<file path="src/inc/uart_frame_map.svh">
`ifndef UART_FRAME_MAP_SVH
`define UART_FRAME_MAP_SVH
`define ADDR_RESET_VAL 8'h00
`define MASK_RESET_VAL 8'h00
`define MODE_SHIFT 2'h0
`define MODE_8BIT 2'h1
`endif

</file>
<file path="src/inc/uart_frame_pkg.sv">
package uart_frame_pkg;
    // receive decision phase
    typedef enum logic {RX_IDLE, RX_WAIT_STOP} rx_state_t;
    // serial mode code {bit0, bit1}
    typedef logic [1:0] mode_t;
endpackage

</file>
<file path="src/hdl/uart_frame_check_addr_match.sv">
`timescale 1ns/10ps
`include "uart_frame_map.svh"
module uart_frame_check_addr_match #(
    parameter int ADDR_WIDTH = 8
) (
    // clock and reset
    input wire logic clk,
    input wire logic nrst,
    // configuration
    input wire logic frameCheckEnable,
    input wire logic multiprocEnable,
    input wire logic serialModeBit1,
    // shared top control bit access
    input wire logic topBitWr,
    input wire logic topBitWrData,
    output logic topBitRdData,
    output logic serialModeBit0,
    output logic framingErrorFlag,
    // address register writes
    input wire logic ownAddrWr,
    input wire logic addrMaskWr,
    input wire logic [ADDR_WIDTH-1:0] addrWrData,
    output logic [ADDR_WIDTH-1:0] ownAddress,
    output logic [ADDR_WIDTH-1:0] addressMask,
    // frame events from the base receiver
    input wire logic lastDataStrobe,
    input wire logic [ADDR_WIDTH-1:0] rxData,
    input wire logic rxNinth,
    input wire logic stopStrobe,
    input wire logic stopBit,
    // receive results
    input wire logic receiveDoneClear,
    output logic receiveDoneFlag,
    output logic receivedNinthBit,
    output logic [ADDR_WIDTH-1:0] rxDataOut,
    output uart_frame_pkg::rx_state_t rxPhase
);
    import uart_frame_pkg::*;

    ////////////////////////////////////////////////////////////////
    // elaboration check: map constants and compare are written for byte addresses
    if (ADDR_WIDTH != 8) begin : g_width_check
        $error("address width must be 8");
    end

    ////////////////////////////////////////////////////////////////
    // address compare, shared by both decision points
    function automatic logic addr_hit(
        input logic [ADDR_WIDTH-1:0] a,
        input logic [ADDR_WIDTH-1:0] own,
        input logic [ADDR_WIDTH-1:0] mask
    );
        logic [ADDR_WIDTH-1:0] bcast;
        logic given;
        logic wide;
        bcast = own | mask;
        given = (((a ^ own) & mask) == '0);
        wide = ((~a & bcast) == '0);
        return given | wide;
    endfunction

    ////////////////////////////////////////////////////////////////
    // registers
    logic sm0Reg; // mode bit 0 behind shared position
    logic feReg; // sticky framing error
    logic [ADDR_WIDTH-1:0] ownReg;
    logic [ADDR_WIDTH-1:0] maskReg;
    logic doneReg; // receive done flag
    logic rb8Reg; // received ninth bit
    logic [ADDR_WIDTH-1:0] dataReg; // accepted data
    logic [ADDR_WIDTH-1:0] holdReg; // data waiting for stop bit
    logic holdNinthReg; // ninth bit waiting for stop
    rx_state_t stateReg;
    rx_state_t stateNext;

    ////////////////////////////////////////////////////////////////
    // mode decode
    mode_t mode;
    logic asyncMode; // modes 1, 2 and 3
    logic nineBit; // modes 2 and 3
    logic fcActive; // framing check in force
    logic mpActive; // address recognition in force
    // shift mode code switches off both receive enhancements below
    assign mode = {sm0Reg, serialModeBit1};
    assign asyncMode = (mode != `MODE_SHIFT);
    assign nineBit = asyncMode && (mode != `MODE_8BIT);
    assign fcActive = frameCheckEnable && asyncMode;
    assign mpActive = multiprocEnable && asyncMode;

    ////////////////////////////////////////////////////////////////
    // decision inputs: fresh data at last bit, held data at stop
    logic [ADDR_WIDTH-1:0] dataSel;
    logic ninthSel; // role of address marker
    logic curMatch;
    logic waitStop; // decision must wait for stop bit
    assign dataSel = lastDataStrobe ? rxData : holdReg;
    // in 8-bit mode the stop bit stands in for the ninth bit
    assign ninthSel = nineBit ? (lastDataStrobe ? rxNinth : holdNinthReg)
                              : stopBit;
    assign curMatch = addr_hit(dataSel, ownReg, maskReg);
    // waiting when checking stops, or 8-bit filtering needs the stop
    assign waitStop = asyncMode && (fcActive || (mpActive && !nineBit));

    ////////////////////////////////////////////////////////////////
    // acceptance
    logic filterOk; // passes address filtering
    logic decideNow; // a decision point this cycle
    logic doneEvent; // raise receive done
    logic feEvent; // invalid stop bit seen
    // non-address frames fail, address frames must match
    assign filterOk = !mpActive || (ninthSel && curMatch);
    assign decideNow = (stateReg == RX_WAIT_STOP) ? stopStrobe
                     : (lastDataStrobe && !waitStop);
    assign doneEvent = decideNow && filterOk;
    assign feEvent = stopStrobe && fcActive && !stopBit;

    ////////////////////////////////////////////////////////////////
    // phase machine
    always_comb begin
        stateNext = stateReg;
        unique case (stateReg)
            RX_IDLE: begin
                if (lastDataStrobe && waitStop) begin
                    stateNext = RX_WAIT_STOP;
                end
            end
            RX_WAIT_STOP: begin
                // only the stop sample ends the wait; a fresh last bit does not change the phase
                if (stopStrobe) begin
                    stateNext = RX_IDLE;
                end
            end
        endcase
    end

    ////////////////////////////////////////////////////////////////
    // shared bit write qualifiers
    logic feWr; // write lands on error flag
    logic sm0Wr; // write lands on mode bit
    logic feNext;
    assign feWr = topBitWr && frameCheckEnable;
    assign sm0Wr = topBitWr && !frameCheckEnable;
    // set wins over a software clear in the same cycle
    assign feNext = feEvent | (feWr ? topBitWrData : feReg);
    assign topBitRdData = frameCheckEnable ? feReg : sm0Reg;

    ////////////////////////////////////////////////////////////////
    // state and control registers
    always_ff @(posedge clk or negedge nrst) begin
        if (!nrst) begin
            stateReg <= RX_IDLE;
            sm0Reg <= 1'b0;
            feReg <= 1'b0;
        end else begin
            stateReg <= stateNext;
            sm0Reg <= sm0Wr ? topBitWrData : sm0Reg;
            feReg <= feNext;
        end
    end

    ////////////////////////////////////////////////////////////////
    // address registers, cleared so every address is accepted
    always_ff @(posedge clk or negedge nrst) begin
        if (!nrst) begin
            ownReg <= `ADDR_RESET_VAL;
            maskReg <= `MASK_RESET_VAL;
        end else begin
            if (ownAddrWr) begin
                ownReg <= addrWrData;
            end
            if (addrMaskWr) begin
                maskReg <= addrWrData;
            end
        end
    end

    ////////////////////////////////////////////////////////////////
    // hold data across the stop bit
    // an 8-bit address can only be judged once its stop bit is in
    always_ff @(posedge clk or negedge nrst) begin
        if (!nrst) begin
            holdReg <= '0;
            holdNinthReg <= 1'b0;
        end else if (lastDataStrobe) begin
            holdReg <= rxData;
            holdNinthReg <= rxNinth;
        end
    end

    ////////////////////////////////////////////////////////////////
    // results; done flag set beats software clear
    logic rb8Stop; // stop bit lands in ninth bit
    assign rb8Stop = stopStrobe && (mode == `MODE_8BIT) && !multiprocEnable;
    always_ff @(posedge clk or negedge nrst) begin
        if (!nrst) begin
            doneReg <= 1'b0;
            rb8Reg <= 1'b0;
            dataReg <= '0;
        end else begin
            doneReg <= doneEvent | (doneReg & !receiveDoneClear);
            if (doneEvent) begin
                dataReg <= dataSel;
            end
            if (rb8Stop) begin
                rb8Reg <= stopBit;
            end else if (doneEvent && nineBit) begin
                rb8Reg <= ninthSel;
            end
        end
    end

    assign serialModeBit0 = sm0Reg;
    assign framingErrorFlag = feReg;
    assign ownAddress = ownReg;
    assign addressMask = maskReg;
    assign receiveDoneFlag = doneReg;
    assign receivedNinthBit = rb8Reg;
    assign rxDataOut = dataReg;
    assign rxPhase = stateReg;
endmodule

</file>
<file path="config.mk">
export PLATFORM = sky130hd
export DESIGN_NAME = uart_frame_check_addr_match
export DESIGN_NICKNAME = d
export VERILOG_FILES = /design/src/inc/uart_frame_pkg.sv /design/src/hdl/uart_frame_check_addr_match.sv
export VERILOG_INCLUDE_DIRS = /design/src /design/src/inc
export SDC_FILE = /design/constraint.sdc
export NUM_CORES = 1
export LEC_CHECK = 0
export BUFFER_PORTS_ARGS = -buffer_cell sky130_fd_sc_hd__buf_2
export CELL_PAD_IN_SITES_DETAIL_PLACEMENT = 0
export CELL_PAD_IN_SITES_GLOBAL_PLACEMENT = 2
export CORE_ASPECT_RATIO = 2
export CORE_MARGIN = 5
export CORE_UTILIZATION = 32
export DETAILED_ROUTE_END_ITERATION = 6
export MAX_ROUTING_LAYER = met4
export PLACE_DENSITY = 0.83
export REMOVE_ABC_BUFFERS = 1
export SYNTH_ARGS = -nofsm -noshare
export SYNTH_HDL_FRONTEND = slang
export SYNTH_SLANG_ARGS = --single-unit
export TNS_END_PERCENT = 20
</file>
<file path="constraint.sdc">
create_clock -name clk -period 2.2 [get_ports clk]
set_input_delay 0.11 -clock clk [delete_from_list [all_inputs] [get_ports clk]]
set_output_delay 0.11 -clock clk [all_outputs]
set_load 0.01 [all_outputs]
</file>
Yosys cells after proc, flatten, opt, wreduce, memory -nomap -nowiden --
Index checks and enable logic that the tools add are counted.
Word-level totals: register bits after elaboration 38, output and inout bits 30
Cells by class: muxes and demuxes 11, equality and inequality tests 2, bitwise gates (word level) 10, reduce and logical (&&, ||, !) cells 29
Operators with widths (number):
- $and A8 B8 Y8 | 2
- $logic_and A1 B1 Y1 | 16
- $logic_not A8 Y1 | 2
- $mux W1 | 9
- $mux W8 | 1
- $not A8 Y8 | 1
- $or A8 B8 Y8 | 1
- $xor A8 B8 Y8 | 1
- $logic_not A1 Y1 | 7
- $reduce_bool A2 Y1 | 2
- $or A1 B1 Y1 | 3
- $eq A2 B1 Y1 const B | 1
- $logic_or A1 B1 Y1 | 2
- $ne A2 B1 Y1 const B | 1
- $pmux W1 S2 | 1
- $and A1 B1 Y1 | 1
- $not A1 Y1 | 1

Depth between registers and ports, before layout --
Gate-level depths: netlist of run 1.
depth after elaboration 13, gate-level depth with buffers 9, mapped depth without buffers 6

Least setup slack after synthesis of run 1 --
Ideal clock, no wire load.
kind reg-to-reg, start reg sm0Reg, in the netlist serialModeBit0, end reg dataReg[0], in the netlist rxDataOut[0], slack 226 ps, arrival 1847 ps, clock period less this slack 1974 ps, stages on the path, launching flop included 8, required time 2072 ps, cell sequence dfrtp_1 buf_2 nand2b_1 a211oi_4 nor3_1 and2_1 a222oi_1 nand2_1
On the way: cells in the longest elaborated chain, start to end 10, elaborated cells between the ends (all ways) 17, those cells by class eq/ne (1); mux (2); reduce/logical (14)
RTL lines:
- start: declaration | RTL line uart_frame_check_addr_match.sv:64 | logic sm0Reg;
- start signal: assignment | RTL line uart_frame_check_addr_match.sv:156 | sm0Reg <= sm0Wr ? topBitWrData : sm0Reg;
- $ne A2 B1 Y1 (no source line) or $reduce_bool A2 Y1 (tied branches)
- $logic_and A1 B1 Y1 | RTL line uart_frame_check_addr_match.sv:86 | assign nineBit = asyncMode && (mode != `MODE_8BIT);
- $logic_not A1 Y1 | RTL line uart_frame_check_addr_match.sv:102 | assign waitStop = asyncMode && (fcActive || (mpActive && !nineBit));
- $logic_and A1 B1 Y1 | RTL line uart_frame_check_addr_match.sv:102
- $logic_or A1 B1 Y1 | RTL line uart_frame_check_addr_match.sv:102
- $logic_and A1 B1 Y1 | RTL line uart_frame_check_addr_match.sv:102
- $logic_not A1 Y1 | RTL line uart_frame_check_addr_match.sv:113 | : (lastDataStrobe && !waitStop);
- $logic_and A1 B1 Y1 | RTL line uart_frame_check_addr_match.sv:113
- $mux W1 | RTL line uart_frame_check_addr_match.sv:112 | assign decideNow = (stateReg == RX_WAIT_STOP) ? stopStrobe
- $logic_and A1 B1 Y1 * | RTL line uart_frame_check_addr_match.sv:114 | assign doneEvent = decideNow && filterOk;
- end signal: assignment | RTL line uart_frame_check_addr_match.sv:202 | dataReg <= dataSel;
- end: declaration | RTL line uart_frame_check_addr_match.sv:70 | logic [ADDR_WIDTH-1:0] dataReg;
Every way passes the cells marked *; elsewhere a longest branch is shown, timed or not. A chain may end at the register's enable or synchronous reset.

Final worst setup path of run 1 --
start reg sm0Reg, in the netlist serialModeBit0, end reg dataReg[2], in the netlist rxDataOut[2]
The elaborated chain is that of the path after synthesis.

==> results.toml, run 1 <==
[status]
status = "finished clean"

[floorplanning]
start_util_pct = 32.9
dieArea_um2 = 8350
coreArea_um2 = 6360
num_rows = 41
die_h_um = 124
ios = 60
die_x_um = 67.2

[power_and_ir_drop]
p_per_area_nw_per_um2 = 882
intPower_mw = 1.60
seqPwrFrac_pct = 39.7
clkPwrFrac_pct = 28.4
total_leakage_power_nw = 1.30
sw_frac_of_total_pct = 32.1
combPwrFrac_pct = 31.9
switching_power_mw = 0.754
peakVddDrop_uv = 527

[cts]
post_cts_buffers = 0
clock_path_buffers = 2
clk_latency_ps = 280
clkTransAtPathRegs_ps = 50
cts_root_buf = "clkbuf_16"
clkSinkCount = 38
numCtsBuffers = 5
cts_tree = "yes"
cts_max_level = 2

[place]
io_buffers = 59
place_congestion = 0.737
hpwl_um = 4270
placed_cell_area_um2 = 2520

[yosys]
yosysMostFrequentCell = "dfrtp_1"
yosysWarnings = 0
syn-mean-instance-area_um2 = 11.4
synth_ff_type = "dfrtp_1"
synth_top_cell_by_area = "dfrtp_1"
synth_top_area_share_pct = 45.5
netlist_instances = 183
ys_seq_area_share_pct = 45.5
ys_ff_latch = 38
synthTopCellsByCount = "dfrtp_1, mux2_2, inv_1, nand2_1, mux2i_1"
synth_area_um2 = 2090
synth_mux_area_share_pct = 22.4
synth.distinct_cells = 38
synthAdderAreaFrac_pct = 0
synth_compound_area_share_pct = 13.0
ys_top_cells_by_area = "dfrtp_1, mux2_2, mux2i_1, a222oi_1, mux2i_2"
synth_top_family_by_area = "multiplexers"
async_flop_share_pct = 100
synth_edf_count = 0
synth_simple_gate_area_share_pct = 11.5
synth_xor_area_share_pct = 2.09

[drt]
first_iter_violations = 94
wl_per_cell_um = 16.1
avgViaCountPerCell = 5.10
firstDrtPassIters = 7
antenna_left = 0
remaining_drc_errors = 0
routed_wl_um = 5460
vias = 1729

[worst_setup_path]
startpoint = "serialModeBit0$_DFFE_PN0P_"
slowest_delay_ps = 430
reg2reg_slack_ps = 220
critical_path.endpoint_type = "flop"
endpoint = "rxDataOut[2]$_DFFE_PN0P_"
worstPathRequired_ps = 2360
cp-start-kind = "flop"
worst-path-stages = 6
crit_chain = "nand2b_1, a211oi_4, nor3_4, buf_4, a222oi_1, nand2_1"
crit_buf_inv = 1
cp_top_family = "compound AO/OA/AOI/OAI gates"
r2r_start = "serialModeBit0$_DFFE_PN0P_"
critPathKind = "reg2reg"
slowest_stage = "a211oi_4"
r2r_end = "rxDataOut[2]$_DFFE_PN0P_"
reg2reg_depth = 6
critical_path.max_fanout = 12
worstPathArrival_ps = 2140

[cells_and_area]
drive_gt1_share_pct = 43.5
area_delta_synth_final_pct = 27.5
fin_nets = 283
diodes = 0
postLayoutCellArea_um2 = 2670

[sta]
post-route-min-period_ps = 1980
period_share_pct = 90.0
finalSetupViolCount = 0
fmax_mhz = 505
hold_viol = 0
final_max_slew_viol_count = 0
rsz0062_at_grt = "false"
slew_headroom_pct = 41.9
timing.setup.tns_ps = 0
worstMarginPinSlew_ps = 872
fin_skew_ps = 3.39

[grt]
antenna_found_initial = 0
grt_pass1_vias = 1827
grt_max_degree = 39
grt_pass1_wl_um = 8920
grt_usage_pct = 14.6
gr-total-overflow = 0

[run]
drv_cap = 0

[min_path]
hold_class = "in2reg"
power groups by stage:
stage	Clock, mW	Combinational [mW]	Sequential, mW
5_1_grt	0.719	0.837	0.954
3_5_place_dp	0	0.757	0.948
3_3_place_gp	0	0.742	0.943
4_1_cts	0.690	0.760	0.936
6_report	0.666	0.750	0.934
2_1_floorplan	0	0.403	0.977
layout by cell type (no fill, tap or decap), types with 2 or more instances in the layout:
cell and instances:
mux2_2 19, mux2_4 3, nand2b_1 4, dfrtp_1 38, buf_2 59, a22oi_1 2, inv_1 15, clkbuf_1 2
o21ai_0 2, a211oi_1 8, and2_1 4, nor4_1 4, xor2_1 2, clkbuf_16 5, nor4b_1 2, a222oi_1 8
o22ai_1 2, o21ai_1 2, mux2i_1 14, nor2_1 6, mux2i_2 5, nor2_2 2, xnor2_1 3, nand2_1 15
buf_4 11, a221o_1 2
layer usage:
layer | track usage, % | wire [um]
met1 | 14.7 | 1950
met2 | 25.9 | 3090
met3 | 2.80 | 287
met4 | 6.46 | 136
met5 | - | 0
stage by stage:
step                      total power, mW  hold WS, ps  cells  util, %  setup slack (ps)
after floorplan                      1.38         -186    175        -               283
after global placement               1.69          275    331     39.6               174
final                                2.35         75.5    339     41.9               220
after global routing                 2.51         70.7    339     41.9              33.9
after detailed placement             1.70          275    331     39.6              75.1
after CTS                            2.39         67.2    339     41.8              85.0
state kept, by name, summed over array words and instances (netlist names):
| register | flops |
|---|---|
| serialModeBit0 | 1 |
| receiveDoneFlag | 1 |
| holdNinthReg | 1 |
| rxDataOut | 8 |
| framingErrorFlag | 1 |
| rxPhase | 1 |
| ownAddress | 8 |
| holdReg | 8 |
| addressMask | 8 |
| receivedNinthBit | 1 |
worst min path at each step:
stage,start,slack (ps),end,cells past startpoint
final,addrWrData[0],80,ownAddress[0]$_DFFE_PN0P_,2
after global routing,addrWrData[7],70,ownAddress[7]$_DFFE_PN0P_,2
after CTS,addrWrData[4],70,ownAddress[4]$_DFFE_PN0P_,2
after detailed placement,nrst,270,rxPhase$_DFF_PN0_,1
after global placement,nrst,270,rxPhase$_DFF_PN0_,1
after floorplan,nrst,-190,addressMask[0]$_DFFE_PN0P_,0
cell families after synthesis:
group           count (synthesis)
mux                            41
buf+inv                        23
compound gates                 32
simple gates                   44
xor+xnor                        5
flops                          38
timing repair:
| item | 4_1_cts | 5_1_grt |
|---|---|---|
| hold buffers | 1 | 0 |
| gates resized for setup | 0 | 1 |
| endpoints found under the hold margin | 38 | 0 |
| setup endpoints to repair | 0 | 8 |
layout make-up:
cell class              count  area, um^2
clock buffers               7         133
multi-input cells         122        1030
flip-flops and latches     38         951
well taps                  86         108
repair buffers             71         388
inverters                  15        56.3
fillers                   679        3700
No activity file was read; power rests on OpenSTA's default activity.
==> run 2: changes to the inputs <==
- CORE_MARGIN: 5 -> default
==> results.toml, run 2 (synthesis results as in run 1) <==
[worst_setup_path]
worstPathArrival_ps = 2120
cp-start-kind = "flop"
critPathMostFrequentCell = "nor2_1"
slowest_stage = "dfrtp_1"
critical_path.max_fanout = 6
crit_chain = "nor2_1, a211oi_4, nor4b_1, buf_4, mux2i_1, nor2_1, a221o_1"
worstPathRequired_ps = 2360
critPathKind = "reg2reg"
slowest_delay_ps = 420
critical_path.endpoint_type = "flop"

[cells_and_area]
fin_nets = 284
area_delta_synth_final_pct = 28.5
register_area_um2 = 951
fin_util_pct = 42.6
nFillCells = 644
final_cell_count_no_fill = 341
final_cell_mix = "buf_2, dfrtp_1, mux2_2, inv_1, nand2_1"
diodes = 0
drive_gt1_share_pct = 44.3
multi_input_area_um2 = 1030
layout_commonest_cell = "buf_2"
postLayoutCellArea_um2 = 2690

[drt]
routed_wl_um = 5110
wl_per_cell_um = 15.0
avgViaCountPerCell = 4.95
remaining_drc_errors = 0
vias = 1687
first_iter_violations = 88
antenna_left = 0
firstDrtPassIters = 4

[cts]
post_cts_buffers = 0
clkTransAtPathRegs_ps = 60
numCtsBuffers = 5
clkSinkCount = 38
clk_latency_ps = 280
cts_max_level = 2
cts_root_buf = "clkbuf_16"
clock_path_buffers = 2
cts_tree = "yes"

[place]
hpwl_um = 4010
place_congestion = 0.786
placed_cell_area_um2 = 2520
io_buffers = 59
place_inst = 332

[sta]
period_share_pct = 88.7
timing.setup.tns_ps = 0
slew_headroom_pct = 42.2
fmax_mhz = 512
fin_skew_ps = 2.64
worstMarginPinSlew_ps = 867
rsz0062_at_grt = "false"
finalSetupViolCount = 0
hold_viol = 0
final_max_slew_viol_count = 0
post-route-min-period_ps = 1950

[power_and_ir_drop]
p_per_area_nw_per_um2 = 891
power.total_mw = 2.39
peakVddDrop_uv = 448
total_leakage_power_nw = 1.31

[run]
drv_cap = 0

[floorplanning]
dieArea_um2 = 6880
die_x_um = 59.2
start_util_pct = 33.1
ios = 60
die_h_um = 116
coreArea_um2 = 6310
num_rows = 41

[grt]
gr-total-overflow = 0
grt_pass1_wl_um = 8070
antenna_found_initial = 0
grt_max_degree = 39
grt_usage_pct = 16.5
grt_pass1_vias = 1586

[status]
status = "finished clean"

[min_path]
hold_class = "in2reg"
==> run 2: cell count changes in the layout (fill, tap and decap cells not counted), sizes merged <==
cell,previous run,this run
buf,70,71
clkinv,0,1
==> run 2: path summary, 6_finish.rpt <==
check / cells after the start / start / end / slack (ps)
max reg2reg: 7 / serialModeBit0$_DFFE_PN0P_ / receivedNinthBit$_DFFE_PN0P_ / 250
min reg2reg: 1 / receiveDoneFlag$_DFF_PN0_ / receiveDoneFlag$_DFF_PN0_ / 510
max in group asynchronous: 2 / nrst / addressMask[5]$_DFFE_PN0P_ / 1160
min: 2 / addrWrData[3] / ownAddress[3]$_DFFE_PN0P_ / 70
max: 7 / serialModeBit0$_DFFE_PN0P_ / receivedNinthBit$_DFFE_PN0P_ / 250
min in group asynchronous: 2 / nrst / addressMask[0]$_DFFE_PN0P_ / 480
==> run 2: metrics by stage <==
step                setup slack [ps]  hold WS, ps
floorplan                        283         -186
CTS                             75.7         71.0
global route                    72.9         77.0
finish                           248         71.5
global placement                 167          270
detailed placement              88.1          279
==> run 2: layout make-up <==
cell class / count / share of cell area (%)
Multi-Input combinational cell: 122 / 38.3
Clock buffer: 7 / 5.31
Tap cell: 86 / 4.00
Sequential cell: 38 / 35.4
Timing Repair Buffer: 72 / 14.7
Inverter: 15 / 2.09
Clock inverter: 1 / 0.186
==> run 2: power by group <==
part	leakage [nW]	total [mW]	switching (mW)	internal, mW
Sequential	0.433	0.937	0.113	0.824
Clock	0.0739	0.719	0.270	0.449
Combinational	0.807	0.738	0.380	0.358
==> run 2: routing by layer <==
layer / global-route usage (%) / wire (um) / up-vias
met3: 2.44 / 193 / 8
li1: - / - / 815
met4: 5.71 / 85 / 0
met2: 30.9 / 3000 / 57
met5: - / 0 / -
met1: 17.0 / 1830 / 807
==> run 2: what timing repair did <==
action                                  4_1_cts  5_1_grt
hold endpoints to repair                     38        0
hold buffers                                  1        0
gates resized for setup                       0        1
endpoints found under the setup margin        0        8
==> run 2: critical path: cells and delay by family, from the launching register on <==
family	cells	cell delay, ps
mux	1	160
flops	1	420
simple gates	3	690
buf+inv	1	180
compound gates	2	380
